==> src/hw/hdu_pkg.sv <==
package hdu_pkg;

  // Register addresses on the local register port
  localparam logic [7:0] ADDR_DATA = 8'hD6;
  localparam logic [7:0] ADDR_CTRL = 8'hD7;

  // Reset values
  localparam logic [7:0] CTRL_RESET  = 8'h00;
  localparam logic [7:0] RXBUF_RESET = 8'h00;
  localparam logic [8:0] SHIFT_RESET = 9'h000;

  // Bit timing: eight states per bit, three vote samples
  localparam logic [2:0] STATE_LAST = 3'h7;
  localparam logic [2:0] SAMPLE_A   = 3'h3;
  localparam logic [2:0] SAMPLE_B   = 3'h4;
  localparam logic [2:0] SAMPLE_C   = 3'h5;
  localparam int         STATES_PER_BIT = 8;

  // Nine data bits per character, counted from zero
  localparam logic [3:0] DATA_BITS_LAST = 4'h8;

  // Internal clock divisors per baud select code
  localparam int DIV_SEL0 = 6656;
  localparam int DIV_SEL1 = 3328;
  localparam int DIV_SEL2 = 1664;
  localparam int DIV_SEL3 = 832;
  localparam int DIV_SEL4 = 416;
  localparam int DIV_SEL5 = 256;
  localparam int DIV_SEL6 = 208;
  localparam int DIV_W    = 10;

  typedef logic [2:0] hdu_baud_sel_t;

  // Control register layout, msb first
  typedef struct packed {
    logic          rx_ready_flag;
    logic          tx_empty_flag;
    logic          rx_irq_enable;
    logic          tx_irq_enable;
    hdu_baud_sel_t baud_select;
    logic          ninth_bit;
  } hdu_ctrl_t;

  typedef struct packed {
    logic [7:0] addr;
    logic [7:0] wdata;
    logic       wr;
    logic       rd;
  } hdu_bus_req_t;

  typedef enum logic [1:0] {
    BIT_IDLE,
    BIT_START,
    BIT_DATA,
    BIT_STOP
  } hdu_phase_t;

endpackage : hdu_pkg

==> src/hw/hdu_uart.sv <==
`timescale 1ns/1ps
module hdu_uart (
  input  wire logic                  clk,              // System clock, 10 MHz
  input  wire logic                  rst_n,            // Async reset, active low
  input  wire hdu_pkg::hdu_bus_req_t bus_req,          // Register port request
  output logic [7:0]                 bus_rdata,        // Read data, cycle after read
  input  wire logic                  serial_in,        // Receive line
  input  wire logic                  port_data_bit,    // Port register bit of pin
  output logic                       serial_out_pin,   // Transmit pin
  output logic                       tx_output_select, // High while transmitting
  output logic                       tx_irq,           // Transmit interrupt level
  output logic                       rx_irq            // Receive interrupt level
);
  import hdu_pkg::*;

  hdu_ctrl_t  ctrl_reg;
  logic [7:0] rx_buf_reg;
  logic [8:0] tx_shift_reg;
  logic [8:0] rx_shift_reg;
  hdu_phase_t tx_state_reg;
  hdu_phase_t rx_state_reg;
  logic [2:0] phase_reg;
  logic [3:0] bit_cnt_reg;
  logic [2:0] samp_reg;
  logic       rx_prev_reg;

  logic       tick;
  logic       restart;
  logic       tx_start;
  logic       ctrl_wr;
  logic       bit_end;
  logic       rx_fall;
  logic       rx_begin;
  logic       rx_done;
  logic       tx_done;
  logic       vote;
  logic       tx_line;
  logic       tx_active;

  // Bus decode
  assign tx_start = bus_req.wr && (bus_req.addr == ADDR_DATA);
  assign ctrl_wr  = bus_req.wr && (bus_req.addr == ADDR_CTRL);

  // Baud state ticks come from the free-running system clock, which has no
  // gating of its own, so reception and transmission go on in wait mode
  hdu_baud_div u_baud_div (
    .clk         (clk),
    .rst_n       (rst_n),
    .baud_select (ctrl_reg.baud_select),
    .restart     (restart),
    .tick        (tick)
  );

  assign tx_active = (tx_state_reg != BIT_IDLE);

  // The receiver only looks for a start edge while no character goes out
  assign rx_fall  = rx_prev_reg && !serial_in;
  assign rx_begin = rx_fall && !tx_active && (rx_state_reg == BIT_IDLE)
                    && !tx_start;

  // Realign the bit grid to the start of each character
  assign restart = tx_start || rx_begin;
  assign bit_end = tick && (phase_reg == STATE_LAST);

  // Two of three samples decide the bit level
  assign vote = (samp_reg[0] & samp_reg[1]) | (samp_reg[0] & samp_reg[2])
                | (samp_reg[1] & samp_reg[2]);

  assign rx_done = bit_end && (rx_state_reg == BIT_STOP) && !tx_start;
  assign tx_done = bit_end && (tx_state_reg == BIT_STOP);

  always_ff @(posedge clk or negedge rst_n)
  begin
    if (!rst_n)
    begin
      rx_prev_reg <= 1'b1;
    end
    else
    begin
      rx_prev_reg <= serial_in;
    end
  end

  // State counter within a bit, shared since only one direction is active
  always_ff @(posedge clk or negedge rst_n)
  begin
    if (!rst_n)
    begin
      phase_reg <= '0;
    end
    else if (restart)
    begin
      phase_reg <= '0;
    end
    else if (tick)
    begin
      phase_reg <= phase_reg + 1'b1;
    end
  end

  always_ff @(posedge clk or negedge rst_n)
  begin
    if (!rst_n)
    begin
      bit_cnt_reg <= '0;
    end
    else if (restart)
    begin
      bit_cnt_reg <= '0;
    end
    else if (bit_end && ((tx_state_reg == BIT_DATA) || (rx_state_reg == BIT_DATA)))
    begin
      bit_cnt_reg <= bit_cnt_reg + 1'b1;
    end
    else if (bit_end)
    begin
      bit_cnt_reg <= '0;
    end
  end

  // Vote samples, taken at three middle states of each bit
  always_ff @(posedge clk or negedge rst_n)
  begin
    if (!rst_n)
    begin
      samp_reg <= 3'h7;
    end
    else if (tick)
    begin
      case (phase_reg)
        SAMPLE_A: samp_reg[0] <= serial_in;
        SAMPLE_B: samp_reg[1] <= serial_in;
        SAMPLE_C: samp_reg[2] <= serial_in;
        default:  samp_reg    <= samp_reg;
      endcase
    end
  end

  // Transmitter
  always_ff @(posedge clk or negedge rst_n)
  begin
    if (!rst_n)
    begin
      tx_state_reg <= BIT_IDLE;
      tx_shift_reg <= SHIFT_RESET;
    end
    else if (tx_start)
    begin
      tx_state_reg <= BIT_START;
      tx_shift_reg <= {ctrl_reg.ninth_bit, bus_req.wdata};
    end
    else if (bit_end)
    begin
      case (tx_state_reg)
        BIT_START:
        begin
          tx_state_reg <= BIT_DATA;
        end
        BIT_DATA:
        begin
          // Lsb first, ninth bit last
          tx_shift_reg <= {1'b0, tx_shift_reg[8:1]};
          if (bit_cnt_reg == DATA_BITS_LAST)
          begin
            tx_state_reg <= BIT_STOP;
          end
        end
        BIT_STOP:
        begin
          tx_state_reg <= BIT_IDLE;
        end
        default:
        begin
          tx_state_reg <= BIT_IDLE;
        end
      endcase
    end
  end

  always_comb
  begin
    case (tx_state_reg)
      BIT_START: tx_line = 1'b0;
      BIT_DATA:  tx_line = tx_shift_reg[0];
      BIT_STOP:  tx_line = 1'b1;
      default:   tx_line = 1'b1;
    endcase
  end

  // Receiver
  always_ff @(posedge clk or negedge rst_n)
  begin
    if (!rst_n)
    begin
      rx_state_reg <= BIT_IDLE;
      rx_shift_reg <= SHIFT_RESET;
    end
    else if (tx_start)
    begin
      // Transmission takes over the shared counters at once
      rx_state_reg <= BIT_IDLE;
    end
    else if (rx_begin)
    begin
      rx_state_reg <= BIT_START;
    end
    else if (bit_end)
    begin
      case (rx_state_reg)
        BIT_START:
        begin
          // Start bit level is not rechecked; a glitch yields a junk character
          rx_state_reg <= BIT_DATA;
        end
        BIT_DATA:
        begin
          rx_shift_reg <= {vote, rx_shift_reg[8:1]};
          if (bit_cnt_reg == DATA_BITS_LAST)
          begin
            rx_state_reg <= BIT_STOP;
          end
        end
        BIT_STOP:
        begin
          // Stop level is not validated; there is no framing error flag
          rx_state_reg <= BIT_IDLE;
        end
        default:
        begin
          rx_state_reg <= BIT_IDLE;
        end
      endcase
    end
  end

  // Receive buffer, loaded only when a whole character has arrived
  always_ff @(posedge clk or negedge rst_n)
  begin
    if (!rst_n)
    begin
      rx_buf_reg <= RXBUF_RESET;
    end
    else if (rx_done)
    begin
      rx_buf_reg <= rx_shift_reg[7:0];
    end
  end

  // Enables and baud select are plain software fields
  always_ff @(posedge clk or negedge rst_n)
  begin
    if (!rst_n)
    begin
      ctrl_reg.rx_irq_enable <= CTRL_RESET[5];
      ctrl_reg.tx_irq_enable <= CTRL_RESET[4];
      ctrl_reg.baud_select   <= CTRL_RESET[3:1];
    end
    else if (ctrl_wr)
    begin
      ctrl_reg.rx_irq_enable <= bus_req.wdata[5];
      ctrl_reg.tx_irq_enable <= bus_req.wdata[4];
      // Takes effect at once, even mid-character
      ctrl_reg.baud_select   <= bus_req.wdata[3:1];
    end
  end

  // Ninth bit: a received character wins over a same-cycle write
  always_ff @(posedge clk or negedge rst_n)
  begin
    if (!rst_n)
    begin
      ctrl_reg.ninth_bit <= CTRL_RESET[0];
    end
    else if (rx_done)
    begin
      ctrl_reg.ninth_bit <= rx_shift_reg[8];
    end
    else if (ctrl_wr)
    begin
      ctrl_reg.ninth_bit <= bus_req.wdata[0];
    end
  end

  // Receiver ready: hardware set wins over a written zero
  always_ff @(posedge clk or negedge rst_n)
  begin
    if (!rst_n)
    begin
      ctrl_reg.rx_ready_flag <= CTRL_RESET[7];
    end
    else if (rx_done)
    begin
      ctrl_reg.rx_ready_flag <= 1'b1;
    end
    else if (ctrl_wr)
    begin
      ctrl_reg.rx_ready_flag <= bus_req.wdata[7];
    end
  end

  // Transmitter empty: end of stop wins, then data write, then control write
  always_ff @(posedge clk or negedge rst_n)
  begin
    if (!rst_n)
    begin
      ctrl_reg.tx_empty_flag <= CTRL_RESET[6];
    end
    else if (tx_done)
    begin
      ctrl_reg.tx_empty_flag <= 1'b1;
    end
    else if (tx_start)
    begin
      ctrl_reg.tx_empty_flag <= 1'b0;
    end
    else if (ctrl_wr)
    begin
      // Writing one raises a software interrupt if enabled
      ctrl_reg.tx_empty_flag <= bus_req.wdata[6];
    end
  end

  // Read data stand only in the cycle after the read strobe
  always_ff @(posedge clk or negedge rst_n)
  begin
    if (!rst_n)
    begin
      bus_rdata <= 8'h00;
    end
    else if (bus_req.rd && (bus_req.addr == ADDR_DATA))
    begin
      bus_rdata <= rx_buf_reg;
    end
    else if (bus_req.rd && (bus_req.addr == ADDR_CTRL))
    begin
      bus_rdata <= ctrl_reg;
    end
    else
    begin
      bus_rdata <= 8'h00;
    end
  end

  // Pin multiplexer, registered so the pin never glitches
  always_ff @(posedge clk or negedge rst_n)
  begin
    if (!rst_n)
    begin
      tx_output_select <= 1'b0;
      serial_out_pin   <= 1'b0;
    end
    else
    begin
      tx_output_select <= tx_active;
      if (tx_active)
      begin
        // An external one-transistor stage inverts it back
        serial_out_pin <= ~tx_line;
      end
      else
      begin
        // Idle level relies on software holding this port bit high
        serial_out_pin <= port_data_bit;
      end
    end
  end

  // Interrupt levels follow the flags while enabled
  always_ff @(posedge clk or negedge rst_n)
  begin
    if (!rst_n)
    begin
      tx_irq <= 1'b0;
      rx_irq <= 1'b0;
    end
    else
    begin
      tx_irq <= ctrl_reg.tx_empty_flag && ctrl_reg.tx_irq_enable;
      rx_irq <= ctrl_reg.rx_ready_flag && ctrl_reg.rx_irq_enable;
    end
  end

endmodule : hdu_uart

==> src/hw/hdu_baud_div.sv <==
`timescale 1ns/1ps
module hdu_baud_div (
  input  wire logic                   clk,         // System clock
  input  wire logic                   rst_n,       // Async reset, active low
  input  wire hdu_pkg::hdu_baud_sel_t baud_select, // Divisor code
  input  wire logic                   restart,     // Realign to a bit edge
  output logic                        tick         // One pulse per bit state
);
  import hdu_pkg::*;

  logic [DIV_W-1:0] cnt_reg;
  logic [DIV_W-1:0] limit;

  // Eight ticks make one bit, so each state is a divisor over eight
  always_comb
  begin
    case (baud_select)
      3'h0: limit = DIV_W'(DIV_SEL0 / STATES_PER_BIT - 1);
      3'h1: limit = DIV_W'(DIV_SEL1 / STATES_PER_BIT - 1);
      3'h2: limit = DIV_W'(DIV_SEL2 / STATES_PER_BIT - 1);
      3'h3: limit = DIV_W'(DIV_SEL3 / STATES_PER_BIT - 1);
      3'h4: limit = DIV_W'(DIV_SEL4 / STATES_PER_BIT - 1);
      3'h5: limit = DIV_W'(DIV_SEL5 / STATES_PER_BIT - 1);
      3'h6: limit = DIV_W'(DIV_SEL6 / STATES_PER_BIT - 1);
      default: limit = DIV_W'(DIV_SEL0 / STATES_PER_BIT - 1);
    endcase
  end

  // Compare with >= so a live change to a lower divisor cannot stall
  always_ff @(posedge clk or negedge rst_n)
  begin
    if (!rst_n)
    begin
      cnt_reg <= '0;
      tick    <= 1'b0;
    end
    else if (restart)
    begin
      // The tick flop adds one clock, so a restart starts one count in
      cnt_reg <= DIV_W'(1);
      tick    <= 1'b0;
    end
    else if (cnt_reg >= limit)
    begin
      cnt_reg <= '0;
      tick    <= 1'b1;
    end
    else
    begin
      cnt_reg <= cnt_reg + 1'b1;
      tick    <= 1'b0;
    end
  end

endmodule : hdu_baud_div

==> config.mk <==
export PLATFORM = sky130hd
export DESIGN_NAME = hdu_uart
export DESIGN_NICKNAME = d
export VERILOG_FILES = /design/src/hw/hdu_pkg.sv /design/src/hw/hdu_uart.sv /design/src/hw/hdu_baud_div.sv
export SDC_FILE = /design/constraint.sdc
export NUM_CORES = 1
export LEC_CHECK = 0
export BUFFER_PORTS_ARGS = -buffer_cell sky130_fd_sc_hd__buf_4
export CAP_MARGIN = 20
export CORE_MARGIN = 10
export CORE_UTILIZATION = 35
export DETAILED_ROUTE_END_ITERATION = 12
export PLACE_DENSITY = 0.61
export SLEW_MARGIN = 15
export SYNTH_ARGS = -nofsm -noshare
export SYNTH_HDL_FRONTEND = slang
export SYNTH_SLANG_ARGS = --single-unit
==> constraint.sdc <==
create_clock -name clk -period 4.8 [get_ports clk]
set_clock_uncertainty 0.15 [all_clocks]
set_input_delay 0.72 -clock clk [delete_from_list [all_inputs] [get_ports clk]]
set_output_delay 0.72 -clock clk [all_outputs]
set_load 0.05 [all_outputs]
==> flow_summary.toml <==
[cts]
clkTransAtPathRegs_ps = 90
numCtsBuffers = 9
clock_path_buffers = 2
h-tree-depth = 3
cts_sinks = 72
hold_buffers = 0
clock_latency_ps = 360
cts_tree = "built"
cts_resized = 0
cts_root_buf = "clkbuf_8"
cts_setup_buffers = 0

[worst_setup_path]
arrival_ps = 2690
end_kind = "flip-flop"
critPathMaxStageDelay_ps = 720
cp_max_fo = 12
cp_cell_sequence = "buf_4 > nand4b_4 > o31ai_2 > or3_1 > mux2_4"
slowest_stage = "o31ai_2"
critPathLaunchType = "input port"
rr_startpoint = "ctrl_reg[2]"
reg2reg_slack_ps = 2220
path_class = "input port to flip-flop"
required_ps = 4890
reg2reg_depth = 8
setup.worst_path.start = "bus_req[15]"

[timing]
relSlewSlack_pct = 39.8
finalCritPeriodShare_pct = 54.2
tns_ps = 0
worst_pin_slew_ps = 903
hold_viol = 0
finalSetupViolCount = 0
hold_slack_ps = 332
maxSlewViolCount = 0
fin_crit_ps = 2600
rsz0062_at_grt = "false"
worst_slack_ps = 2200
fmax_mhz = 384

[route]
postRouteAntennaNets = 0
firstDrtPassIters = 4
totalWireLength_mm = 7.59
routed_via_density = 4.79
post-route-drc-count = 0
vias = 2369
wl_per_cell_um = 15.3
drtIter0Drc = 111

[synth]
ys_warn_count = 0
ys_ff_latch = 72
ys_types = 48
yosys.area.top_type = "dfrtp_1"
ys_top_cells_by_count = "68 x dfrtp_1, 27 x nand2_1, 25 x ha_1, 18 x nor2_1"
synth_top_cell_area_share_pct = 46.5
synth_nets = 368
synthCells = 321
syn_avg_cell_area_sq_um = 11.4
async_flop_share_pct = 100
synth_most_common_cell = "dfrtp_1"
synth_seq_area_share_pct = 49.4
netlist_area_sq_um = 3660
ys.flop_type = "dfrtp_1"
synth.top_cells.by_area = "dfrtp_1 47%, ha_1 8.5%, mux2_4 7.0%, mux2i_1 3.3%, dfstp_2 2.9%"
synth_edf_count = 0

[run]
maxCapViolCount = 0

[pwr]
p_leak_nw = 2.06
ir_drop_v = 0.000117
fin_total_pwr_mw = 1.47
power.density_nw_per_um2 = 349

[place]
port_buffers = 33
placed_area_sq_um = 4010
place_ws_ps = 1810
gp_congestion = 0.845
dp_cells = 478
dpl.hpwl_mm = 5.66

[global_route]
grt_pass1_vias = 2547
grt_usage_pct = 11.2
grt_pass1_wl_mm = 13.3
grt.overflow.total = 0
grt_max_degree = 73
antenna_found_initial = 0

[layout]
final_nets = 401
final-instance-count-excl-fill = 495
layout-drive-gt1-share_pct = 24.8
largest_reg_flops = 10
syn2layout_area_growth_pct = 15.3
final_area_sq_um = 4220
insertedDiodeCount = 0
regArea_sq_um = 1810
multiInputGateArea_sq_um = 1710
utilization_pct = 41.0
fillers = 1001

[status]
status = "finished, final reports clean"

[floorplanning]
chipWidth_um = 122
die_h_um = 122
boundaryPins = 34
core_region_area_sq_um = 10300
fp.dieArea_sq_um = 14900
rows = 37
initial_core_util_pct = 35.6

[worst_hold_path]
hp-class = "input port to asynchronous set/reset pin"
## where the power goes
group / leakage (nW) / switching (mW) / internal [mW]
Combinational: 1.08 / 0.125 / 0.110
Sequential: 0.876 / 0.0723 / 0.670
Clock: 0.104 / 0.252 / 0.245
Total: 2.06 / 0.449 / 1.02
## area by class of cell
type / instances / share of cell area (%)
Sequential cell: 72 / 42.8
Multi-Input combinational cell: 218 / 40.5
Timing Repair Buffer: 36 / 6.29
Tap cell: 136 / 4.03
Clock buffer: 9 / 2.94
Clock inverter: 7 / 1.87
Inverter: 17 / 1.51
## per-layer routing
metal	vias to the layer above	wire (um)	GRT usage (%)	part of all wire [%]
met4	0	115	3.98	1.5
met3	13	321	3.67	4.2
met5	-	0	0	0
met2	24	3650	17.6	48
met1	1138	3510	14.1	46
li1	1194	-	-	-
## cell families after synthesis
kind of cell               count (synthesis)  share of synthesized area (%)
buffers and inverters                     31                           4.04
muxes                                     37                           12.7
AOI/OAI and AO/OA                         47                           8.65
and+or+nand+nor                           98                           14.0
xor gates and xnor gates                  10                           2.39
DFF                                       72                           49.4
adders and majority gates                 26                           8.82
## path summary, 6_finish.rpt
| kind | end |
|---|---|
| max in group asynchronous | u_baud_div.cnt_reg[0] |
| setup / recovery | rx_shift_reg[5] |
| min in group clk | rx_prev_reg |
| hold reg to reg | bus_rdata[4] |
| setup reg to reg | u_baud_div.cnt_reg[0] |
| hold / removal | bus_rdata[6] |
## worst max-delay path, delay by kind of cell
family | cells | cell delay, ps
buffers and inverters | 1 | 110
AO/OA/AOI/OAI | 1 | 720
multiplexers | 1 | 350
AND/OR/NAND/NOR | 2 | 780
## cell usage in the layout (no fill, tap or decap), drive strengths merged, types with 9 or more instances in the layout
cell / instances
inv: 19
nor3: 16
nand2: 29
clkbuf: 10
o21ai: 15
nand3: 10
a21oi: 9
mux2i: 12
dfrtp: 68
ha: 25
mux2: 25
a22o: 9
buf: 35
nor2: 18
Power figures use the tool's default switching activity.
